[src/hw/bpf_defines.svh]
// Register offsets, field positions, reset values and timing counts of the fault manager.
`ifndef BPF_DEFINES_SVH
`define BPF_DEFINES_SVH
// =====================================================================
// Register byte offsets
`define BPF_PROT_EN_OFS 8'h00
`define BPF_AUTO_FET_OFS 8'h04
`define BPF_FAIL_CFG_OFS 8'h08
`define BPF_FAIL_EN_OFS 8'h0C
`define BPF_FAIL_DLY_OFS 8'h10
`define BPF_STATUS_OFS 8'h14
`define BPF_REG_CMD_OFS 8'h18
`define BPF_FAIL_CAUSE_OFS 8'h1C
// =====================================================================
// Reset values
`define BPF_PROT_EN_RST 16'h0000
`define BPF_AUTO_FET_RST 16'h0000
`define BPF_FAIL_EN_RST 8'h00
`define BPF_FAIL_DLY_RST 32'h0000_0000
// Comparator-based protections sit in bits 5:0, firmware ones above.
`define BPF_HW_PROT_MASK 16'h003F
// =====================================================================
// Timing
`define BPF_CLK_HZ 20000000
`define BPF_EVAL_PERIOD_S 1
`define BPF_EVAL_CYCLES (`BPF_EVAL_PERIOD_S * `BPF_CLK_HZ)
`define BPF_FUSE_PULSE_US 100
`define BPF_FUSE_CYCLES ((`BPF_FUSE_PULSE_US * `BPF_CLK_HZ) / 1000000)
`endif

[src/hw/bpf_pkg.sv]
// Types shared by the battery fault manager.
package bpf_pkg;
  // Action taken on a permanent failure.
  typedef enum logic [1:0] {
    BPF_ACT_FLAG,
    BPF_ACT_FET_OFF,
    BPF_ACT_FUSE
  } bpf_action_t;
  // Permanent-failure configuration word.
  typedef struct packed {
    logic warn_irq_en;
    logic reg_off_en;
    logic sleep_en;
    logic otp_en;
    bpf_action_t action;
  } bpf_fail_cfg_t;
  // Permanent-failure sequencer states.
  typedef enum logic [2:0] {
    BPF_RUN,
    BPF_FUSE,
    BPF_OTP_WAIT,
    BPF_OTP_BUSY,
    BPF_SETTLE,
    BPF_HALT
  } bpf_state_t;
endpackage

[src/hw/bpf_fault_mgr.sv]
// Fault manager: protection gating, permanent-failure checks and APB registers.
// =====================================================================
// Behaviour
// - Each primary protection individually enabled
// - Per-protection choice of autonomous FET control
// - Comparator trips immediate, firmware trips per tick
// - Failure action: flag, FETs off, or fuse
// - External fuse drive counts as failure
// - Failure status volatile, cleared by reset
// - Optionally record failure in OTP
// - OTP write waits for safe conditions
// - Optionally enter lowest power state
// - Sleep waits for fuse and OTP
// - Optionally switch off both regulators
// - Host command re-enables regulators
// - Check failures only after programmable persistence delay
// - Warning flag set on first threshold hit
// - Warning may drive host interrupt pin
// - Checks evaluated only once per second
// - Warning cleared only at quiet evaluation
// - After FET-off failure, monitoring ignored
// - Each failure check individually enabled
// - Host block inputs keep FETs off
`timescale 1ns/1ps
`default_nettype none
`include "bpf_defines.svh"
module bpf_fault_mgr #(
  parameter int EVAL_CYCLES = `BPF_EVAL_CYCLES,
  parameter int NCHK = 8
) (
  // Clock and reset.
  input wire logic mclk_in,
  input wire logic rst_in,
  // APB slave.
  input wire logic psel_in,
  input wire logic penable_in,
  input wire logic pwrite_in,
  input wire logic [7:0] paddr_in,
  input wire logic [31:0] pwdata_in,
  output logic [31:0] prdata_out,
  output logic pready_out,
  output logic pslverr_out,
  // Protection and check conditions.
  input wire logic [15:0] prot_trip_in,
  input wire logic [NCHK-1:0] perm_failure_cond_in,
  // Host FET block pins.
  input wire logic charge_switch_block_input_in,
  input wire logic discharge_switch_block_input_in,
  // Fuse pin as three signals.
  input wire logic fuse_pin_in,
  output logic fuse_pin_out,
  output logic fuse_pin_oe_out,
  // OTP programmer handshake.
  input wire logic otp_safe_in,
  input wire logic otp_done_in,
  output logic otp_write_out,
  // Power and switch outputs.
  output logic charge_switch_out,
  output logic discharge_switch_out,
  output logic aux_regulator_one_out,
  output logic aux_regulator_two_out,
  output logic lowest_power_state_out,
  output logic alert_out
);
  // Fuse pulse counter width covers the documented pulse length.
  localparam int FUSE_CYCLES = (`BPF_FUSE_CYCLES < 1) ? 1 : `BPF_FUSE_CYCLES;

  // =====================================================================
  // Helpers
  // Decodes a byte offset into a match flag.
  function automatic logic hit(input logic [7:0] a, input logic [7:0] ofs);
    hit = (a == ofs);
  endfunction

  // =====================================================================
  // State
  logic [15:0] prot_en_r, prot_en_nxt; // Enabled primary protections.
  logic [15:0] auto_fet_r, auto_fet_nxt; // Protections that steer the FETs.
  bpf_pkg::bpf_fail_cfg_t cfg_r, cfg_nxt; // Failure action configuration.
  logic [NCHK-1:0] chk_en_r, chk_en_nxt; // Enabled failure checks.
  logic [31:0] dly_r, dly_nxt; // Four-bit delay per check, in seconds.
  logic [3:0] cnt_r [NCHK]; // Persistence counters.
  logic [3:0] cnt_nxt [NCHK];
  logic [31:0] tick_r, tick_nxt; // One-second divider.
  logic [15:0] fw_trip_r, fw_trip_nxt; // Firmware trips latched per tick.
  logic warn_r, warn_nxt; // Early warning flag.
  logic failed_r, failed_nxt; // Volatile failure flag.
  logic [NCHK:0] cause_r, cause_nxt; // Failure cause, top bit is fuse sense.
  bpf_pkg::bpf_state_t st_r, st_nxt; // Failure sequencer.
  logic [15:0] fcnt_r, fcnt_nxt; // Fuse pulse counter.
  logic otp_rec_r, otp_rec_nxt; // OTP copy written.
  logic aux1_r, aux1_nxt; // Regulator one enable.
  logic aux2_r, aux2_nxt; // Regulator two enable.
  logic csw_r, csw_nxt; // Charge switch drive.
  logic dsw_r, dsw_nxt; // Discharge switch drive.
  logic fuse_r, fuse_nxt; // Fuse drive.
  logic otpw_r, otpw_nxt; // OTP write request.
  logic sleep_r, sleep_nxt; // Lowest power state request.
  logic alert_r, alert_nxt; // Interrupt pin.
  logic [31:0] rd_r, rd_nxt; // Read data.
  logic rdy_r, rdy_nxt; // Bus ready.
  logic err_r, err_nxt; // Bus error.

  // Combinational helpers.
  logic tick; // Evaluation instant.
  logic wr; // Completing write.
  logic mapped; // Address decodes.
  logic [15:0] trips; // Qualified active protections.
  logic fet_trip; // An autonomous protection is active.
  logic fets_held; // Failure holds FETs off.
  logic [NCHK-1:0] fail_now; // Checks whose delay expired.

  // =====================================================================
  // Next-state logic
  // All state is computed here and registered below; a single process
  // keeps the ordering of failure, command and bus effects in one place.
  always_comb begin
    prot_en_nxt = prot_en_r;
    auto_fet_nxt = auto_fet_r;
    cfg_nxt = cfg_r;
    chk_en_nxt = chk_en_r;
    dly_nxt = dly_r;
    cnt_nxt = cnt_r;
    warn_nxt = warn_r;
    failed_nxt = failed_r;
    cause_nxt = cause_r;
    st_nxt = st_r;
    fcnt_nxt = fcnt_r;
    otp_rec_nxt = otp_rec_r;
    aux1_nxt = aux1_r;
    aux2_nxt = aux2_r;
    fuse_nxt = 1'b0;
    otpw_nxt = 1'b0;
    sleep_nxt = sleep_r;
    fail_now = '0;
    tick = (tick_r == 32'(EVAL_CYCLES - 1));
    tick_nxt = tick ? 32'h0000_0000 : tick_r + 32'h0000_0001;
    wr = psel_in & penable_in & rdy_r & pwrite_in;
    mapped = hit(paddr_in, `BPF_PROT_EN_OFS) | hit(paddr_in, `BPF_AUTO_FET_OFS) |
             hit(paddr_in, `BPF_FAIL_CFG_OFS) | hit(paddr_in, `BPF_FAIL_EN_OFS) |
             hit(paddr_in, `BPF_FAIL_DLY_OFS) | hit(paddr_in, `BPF_STATUS_OFS) |
             hit(paddr_in, `BPF_REG_CMD_OFS) | hit(paddr_in, `BPF_FAIL_CAUSE_OFS);

    // Firmware-evaluated protections only refresh at the tick, while the
    // comparator ones act at once.
    fw_trip_nxt = tick ? (prot_trip_in & ~`BPF_HW_PROT_MASK) : fw_trip_r;
    trips = ((prot_trip_in & `BPF_HW_PROT_MASK) | fw_trip_r) & prot_en_r;
    fet_trip = |(trips & auto_fet_r);
    fets_held = failed_r && (cfg_r.action != bpf_pkg::BPF_ACT_FLAG);

    // Failure checks: once the FETs are held off nothing more is monitored.
    if (tick && !fets_held) begin
      for (int i = 0; i < NCHK; i++) begin
        if (chk_en_r[i] && perm_failure_cond_in[i]) begin
          if (cnt_r[i] != 4'hF) begin
            cnt_nxt[i] = cnt_r[i] + 4'h1;
          end
          if (cnt_r[i] >= dly_r[4*i +: 4]) begin
            fail_now[i] = 1'b1;
          end
        end else begin
          cnt_nxt[i] = 4'h0;
        end
      end
      // Warning follows the sampled conditions only at evaluations.
      warn_nxt = |(chk_en_r & perm_failure_cond_in);
    end

    // Fuse pin high while not driven by us means another protector fired.
    if (fuse_pin_in && !fuse_r && !failed_r) begin
      cause_nxt[NCHK] = 1'b1;
      failed_nxt = 1'b1;
    end
    if (|fail_now && !failed_r) begin
      cause_nxt[NCHK-1:0] = cause_r[NCHK-1:0] | fail_now;
      failed_nxt = 1'b1;
    end

    // Bus writes to configuration and regulator command.
    if (wr) begin
      if (hit(paddr_in, `BPF_PROT_EN_OFS)) begin
        prot_en_nxt = pwdata_in[15:0];
      end
      if (hit(paddr_in, `BPF_AUTO_FET_OFS)) begin
        auto_fet_nxt = pwdata_in[15:0];
      end
      if (hit(paddr_in, `BPF_FAIL_CFG_OFS)) begin
        cfg_nxt = bpf_pkg::bpf_fail_cfg_t'(pwdata_in[5:0]);
      end
      if (hit(paddr_in, `BPF_FAIL_EN_OFS)) begin
        chk_en_nxt = pwdata_in[NCHK-1:0];
      end
      if (hit(paddr_in, `BPF_FAIL_DLY_OFS)) begin
        dly_nxt = pwdata_in;
      end
      if (hit(paddr_in, `BPF_REG_CMD_OFS)) begin
        aux1_nxt = pwdata_in[0];
        aux2_nxt = pwdata_in[1];
      end
    end

    // Failure sequencer: fuse, then OTP copy, then sleep.
    unique case (st_r)
      bpf_pkg::BPF_RUN: begin
        if (failed_r) begin
          if (cfg_r.reg_off_en) begin
            aux1_nxt = 1'b0;
            aux2_nxt = 1'b0;
          end
          if (cfg_r.action == bpf_pkg::BPF_ACT_FUSE) begin
            st_nxt = bpf_pkg::BPF_FUSE;
            fcnt_nxt = 16'h0000;
          end else begin
            st_nxt = bpf_pkg::BPF_OTP_WAIT;
          end
        end
      end
      bpf_pkg::BPF_FUSE: begin
        fuse_nxt = 1'b1;
        fcnt_nxt = fcnt_r + 16'h0001;
        if (fcnt_r == 16'(FUSE_CYCLES)) begin // Full count keeps the drive up FUSE_CYCLES cycles.
          fuse_nxt = 1'b0;
          st_nxt = bpf_pkg::BPF_OTP_WAIT;
        end
      end
      bpf_pkg::BPF_OTP_WAIT: begin
        if (!cfg_r.otp_en) begin
          st_nxt = bpf_pkg::BPF_SETTLE;
        end else if (otp_safe_in) begin
          otpw_nxt = 1'b1;
          st_nxt = bpf_pkg::BPF_OTP_BUSY;
        end
      end
      bpf_pkg::BPF_OTP_BUSY: begin
        otpw_nxt = 1'b1;
        if (otp_done_in) begin
          otpw_nxt = 1'b0;
          otp_rec_nxt = 1'b1;
          st_nxt = bpf_pkg::BPF_SETTLE;
        end
      end
      bpf_pkg::BPF_SETTLE: begin
        // Fuse and OTP are finished by the time this state is reached.
        sleep_nxt = cfg_r.sleep_en;
        st_nxt = bpf_pkg::BPF_HALT;
      end
      bpf_pkg::BPF_HALT: begin
        st_nxt = bpf_pkg::BPF_HALT;
      end
    endcase

    // Switches: host block pins and failure hold always win.
    csw_nxt = !charge_switch_block_input_in && !fet_trip && !fets_held;
    dsw_nxt = !discharge_switch_block_input_in && !fet_trip && !fets_held;
    alert_nxt = warn_r & cfg_r.warn_irq_en;

    // Bus answer: ready on the second access cycle.
    rdy_nxt = psel_in & penable_in & !rdy_r;
    err_nxt = psel_in & penable_in & !rdy_r & !mapped;
    rd_nxt = 32'h0000_0000;
    if (psel_in && !pwrite_in) begin
      if (hit(paddr_in, `BPF_PROT_EN_OFS)) begin
        rd_nxt = {16'h0000, prot_en_r};
      end
      if (hit(paddr_in, `BPF_AUTO_FET_OFS)) begin
        rd_nxt = {16'h0000, auto_fet_r};
      end
      if (hit(paddr_in, `BPF_FAIL_CFG_OFS)) begin
        rd_nxt = {26'h0, cfg_r};
      end
      if (hit(paddr_in, `BPF_FAIL_EN_OFS)) begin
        rd_nxt[NCHK-1:0] = chk_en_r;
      end
      if (hit(paddr_in, `BPF_FAIL_DLY_OFS)) begin
        rd_nxt = dly_r;
      end
      if (hit(paddr_in, `BPF_STATUS_OFS)) begin
        rd_nxt = {16'h0000, 5'h00, otp_rec_r, sleep_r, fuse_r,
                  aux2_r, aux1_r, dsw_r, csw_r, fet_trip, 1'b0, failed_r, warn_r};
      end
      if (hit(paddr_in, `BPF_REG_CMD_OFS)) begin
        rd_nxt = {30'h0, aux2_r, aux1_r};
      end
      if (hit(paddr_in, `BPF_FAIL_CAUSE_OFS)) begin
        rd_nxt[NCHK:0] = cause_r;
      end
    end
  end

  // =====================================================================
  // Registers
  // Synchronous reset; failure state is volatile and cleared here.
  always_ff @(posedge mclk_in) begin
    if (rst_in) begin
      prot_en_r <= `BPF_PROT_EN_RST;
      auto_fet_r <= `BPF_AUTO_FET_RST;
      cfg_r <= '0;
      chk_en_r <= `BPF_FAIL_EN_RST;
      dly_r <= `BPF_FAIL_DLY_RST;
      for (int i = 0; i < NCHK; i++) begin
        cnt_r[i] <= 4'h0;
      end
      tick_r <= 32'h0000_0000;
      fw_trip_r <= 16'h0000;
      warn_r <= 1'b0;
      failed_r <= 1'b0;
      cause_r <= '0;
      st_r <= bpf_pkg::BPF_RUN;
      fcnt_r <= 16'h0000;
      otp_rec_r <= 1'b0;
      aux1_r <= 1'b0;
      aux2_r <= 1'b0;
      csw_r <= 1'b0;
      dsw_r <= 1'b0;
      fuse_r <= 1'b0;
      otpw_r <= 1'b0;
      sleep_r <= 1'b0;
      alert_r <= 1'b0;
      rd_r <= 32'h0000_0000;
      rdy_r <= 1'b0;
      err_r <= 1'b0;
    end else begin
      prot_en_r <= prot_en_nxt;
      auto_fet_r <= auto_fet_nxt;
      cfg_r <= cfg_nxt;
      chk_en_r <= chk_en_nxt;
      dly_r <= dly_nxt;
      cnt_r <= cnt_nxt;
      tick_r <= tick_nxt;
      fw_trip_r <= fw_trip_nxt;
      warn_r <= warn_nxt;
      failed_r <= failed_nxt;
      cause_r <= cause_nxt;
      st_r <= st_nxt;
      fcnt_r <= fcnt_nxt;
      otp_rec_r <= otp_rec_nxt;
      aux1_r <= aux1_nxt;
      aux2_r <= aux2_nxt;
      csw_r <= csw_nxt;
      dsw_r <= dsw_nxt;
      fuse_r <= fuse_nxt;
      otpw_r <= otpw_nxt;
      sleep_r <= sleep_nxt;
      alert_r <= alert_nxt;
      rd_r <= rd_nxt;
      rdy_r <= rdy_nxt;
      err_r <= err_nxt;
    end
  end

  // =====================================================================
  // Outputs, each straight from a flip-flop.
  assign prdata_out = rd_r;
  assign pready_out = rdy_r;
  assign pslverr_out = err_r;
  assign fuse_pin_out = fuse_r;
  assign fuse_pin_oe_out = fuse_r;
  assign otp_write_out = otpw_r;
  assign charge_switch_out = csw_r;
  assign discharge_switch_out = dsw_r;
  assign aux_regulator_one_out = aux1_r;
  assign aux_regulator_two_out = aux2_r;
  assign lowest_power_state_out = sleep_r;
  assign alert_out = alert_r;
endmodule
`default_nettype wire

[config.mk]
export PLATFORM = sky130hd
export DESIGN_NAME = bpf_fault_mgr
export DESIGN_NICKNAME = d
export VERILOG_FILES = /design/src/hw/bpf_pkg.sv /design/src/hw/bpf_fault_mgr.sv
export VERILOG_INCLUDE_DIRS = /design/src /design/src/hw
export SDC_FILE = /design/constraint.sdc
export NUM_CORES = 1
export LEC_CHECK = 0
export ABC_AREA = 1
export BUFFER_PORTS_ARGS = -buffer_cell sky130_fd_sc_hd__buf_2
export CORE_AREA = 2 2 204 106
export DETAILED_ROUTE_END_ITERATION = 8
export DIE_AREA = 0 0 206 108
export GPL_TIMING_DRIVEN = 0
export PLACE_DENSITY = 0.75
export RECOVER_POWER = 50
export SETUP_SLACK_MARGIN = 0.1
export SYNTH_ARGS = -nofsm -noshare
export SYNTH_HDL_FRONTEND = slang
export SYNTH_SLANG_ARGS = --single-unit
[constraint.sdc]
create_clock -name mclk_in -period 1.8 [get_ports mclk_in]
set_input_delay 0.09 -clock mclk_in [delete_from_list [all_inputs] [get_ports mclk_in]]
set_output_delay 0.09 -clock mclk_in [all_outputs]
set_load 0.01 [all_outputs]
==> reports/results.tsv <==
stage	metric	value	unit
run_status	run status	finished with violations	
run_status	failing checks	negative setup slack	
clock_tree	CTS root buf	clkbuf_16	
clock_tree	H-tree depth	1	
global_routing	grt total ovfl	0	
die	Rows	37	
timing	setup violators final	36	
detailed_routing	routed len/inst	17.6	um
power_and_ir_drop	total power	10.4	mW
worst_hold_path	Worst Hold Class	input pin to register	
timing	Worst-Margin Slew	830	ps
synth	#FFs+latches synth	225	
detailed_routing	final WL	35.0	mm
setup_path	worst path bufs/invs	1	
die	Die X	206	um
clock_tree	CTS Buffer Depth	3	
detailed_routing	via count	11300	
clock_tree	clock transition at the registers of the reported paths	70	ps
global_routing	vias in the first global route	10600	
detailed_routing	drt first pass iters	7	
timing	post-route setup slack	-177	ps
global_routing	first-pass GRT wire length	51.3	mm
placement	PortBufs	116	
setup_path	worst path cell trace	inv_2 -> nand2_1 -> nor2_1 -> nand2_1 -> nor2_4 -> nand3_4 -> a21oi_2 -> nor2_2 -> nand2_4 -> nand2_8 -> nand2_1 -> a21oi_1	
timing	Slew Viols, Final	0	
setup_path	Worst Setup End Kind	register	
synth	sequential area share after synthesis	0.423	
synth	Post-synth EDFFs	0	
setup_path	crit path max fanout	8	
synth	top cells by area, synth	dfxtp_1, a21oi_1, inv_1, nand2_1, o21ai_0	
die	Die H	108	um
synth	largest area contributor in the netlist	dfxtp_1	
clock_tree	CTS tree	yes	
power_and_ir_drop	Lkg Pwr	5.79	nW
setup_path	slowest CP cell	dfxtp_1	
clock_tree	Num CTS Buffers	21	
synth	Ys Warns	0	
synth	Netlist Area Pre-Place	10600	um^2
setup_path	Worst EP arrival	2330	ps
synth	synth cell count leaders	dfxtp_1, inv_1, nand2_1	
setup_path	Largest delay share family, worst path	simple AND/OR/NAND/NOR gates	
timing	Tcrit/Tclk final	1.10	
synth	Cell variety after synth	45	
global_routing	initial antenna violation count	0	
timing	unrepaired setup endpoints after global routing	true	
synth	Mapped Avg Cell Area	7.36	um^2
synth	Main synth FF type	dfxtp_1	
power_and_ir_drop	maximum vdd drop	0.000559	V
synth	Mapped Nets	1563	
synth	Post-Syn Instances	1446	
placement	hpwl dp	22.8	mm
synth	most common cell in the netlist	dfxtp_1	
setup_path	CP most frequent cell	nand2_1	
final_layout	# diodes	0	
detailed_routing	Final ANT Viol Nets	0	
timing	WHS	6.15	ps
clock_tree	Clk Latency, worst-skew pair	510	ps
setup_path	crit path kind	register to register	
final_layout	Area Growth Syn to Fin	32.6	%
timing	Fmax	506	MHz
synth	Synth top area share	0.423	
final_layout	share of cells above drive strength 1	0.261	
die	# IOs	117	
setup_path	Worst setup SP type	register	
die	Die ar.	22200	um^2
setup_path	Crit path required time	2150	ps
timing	relative slew slack	0.447	
clock_tree	clock sinks	225	
final_layout	Post-Layout Cell Count	1985	
global_routing	GRT Total Usage	0.288	
setup_path	crit-path max cell delay	360	ps
flow_run	max-cap viol count	0	
detailed_routing	initial DRC count	1284	
detailed_routing	DR vias/cell	5.67	
timing	clock skew	16.0	ps
synth	Async SR Flop Fraction	0	
placement	GP Congestion	0.982	
placement	placed instance count	1835	
global_routing	largest net degree at the start of global routing	15	
die	Floorplan Core Area	20300	um^2
timing	crit path time final	1980	ps
die	Initial Util	0.525	
final_layout	nets	1816	
detailed_routing	DRC Markers	0	
power_and_ir_drop	P per Cell Area	733	nW/um^2
timing	hold violation total from the final report	0	
final cells by class:
type	instances	area, um^2
well taps	273	342
plain buffers	42	240
inverters	227	855
clock buffers	31	593
repair buffers	230	1700
flip-flops and latches	225	4560
multi-input cells	952	5790
clock inverters	5	31.3
fillers	1480	6160
layer usage:
metal  track usage  part of all wire  vias to the layer above  routed length [um]
met4         0.116             0.053                        0                1860
met1         0.350              0.39                     5212               13700
met2         0.503              0.47                      609               16500
met3        0.0609             0.084                      164                2920
li1              -                 -                     5267                   -
met5             0                 0                        -                   0
per-stage QoR:
step	setup WS, ps	instance area (um^2)	util	setup TNS [ps]
final	-177	14100	0.696	-4620
after global routing	-257	14100	0.696	-8490
after CTS	-39.5	13300	0.655	-248
after detailed placement	-402	11600	0.571	-23340
after global placement	-310	11600	0.571	-17530
after floorplan	102	10700	-	0
flip-flops by register name, summed over array words and instances (netlist names), 3 cells and up:
signal	flops
auto_fet_r	16
cause_r	9
cfg_r	6
chk_en_r	8
cnt_r	32
dly_r	32
fcnt_r	16
fw_trip_r	10
prdata_out	32
prot_en_r	16
st_r	3
tick_r	32
power by group:
| part | leakage [nW] | switching [mW] | internal [mW] |
|---|---|---|---|
| registers | 1.83 | 0.0668 | 5.04 |
| clock network | 0.305 | 1.95 | 2.29 |
| logic | 3.65 | 0.580 | 0.421 |
| total | 5.79 | 2.60 | 7.75 |
final timing paths:
kind | startpoint | end | slack (ps) | cells after the start
worst max-delay path | tick_r[12]$_SDFF_PP0_ | cause_r[5]$_SDFFE_PP0P_ | -180 | 12
worst min-delay path | perm_failure_cond_in[0] | cnt_r[31]$_SDFFE_PP0P_ | 6 | 5
worst max register to register | tick_r[12]$_SDFF_PP0_ | cause_r[5]$_SDFFE_PP0P_ | -180 | 12
worst min register to register | dly_r[20]$_SDFFE_PP0P_ | prdata_out[20]$_SDFF_PP0_ | 460 | 2
worst min-delay path, cell delays in order:
cell and delay [ps]:
buf_2 110, nand2_1 110, nor2_1 60, nand2_1 60, a21oi_1 50
logic make-up (layout without fill, tap and decap cells):
group | after synthesis | after routing | share of synthesized area
compound gates | 349 | 349 | 0.175
xor+xnor | 21 | 21 | 0.0173
fa+ha+maj | 43 | 43 | 0.0505
buf+inv | 269 | 535 | 0.0969
flops | 225 | 225 | 0.423
simple gates | 539 | 539 | 0.237
placed cells by master (no fill, tap or decap), types with 23 or more instances in the layout:
master	count
nand3_1	70
nor3_1	27
inv_1	198
inv_2	26
clkbuf_16	23
nor2_4	23
buf_4	44
nand2_1	175
dlygate4sd3_1	52
dfxtp_2	29
nor2_1	128
o21ai_0	95
nand2_2	23
ha_1	30
buf_2	121
dfxtp_1	190
clkbuf_1	25
a21oi_1	144
what timing repair did:
action / 4_1_cts / 5_1_grt
endpoints found under the setup margin: 126 / 128
pin swaps: 49 / 49
buffers inserted: 32 / 29
gates cloned: 0 / 2
hold endpoints to repair: 90 / 0
hold buffers: 52 / 0
gates resized for setup: 98 / 178
(Power assumes the default switching activity.)
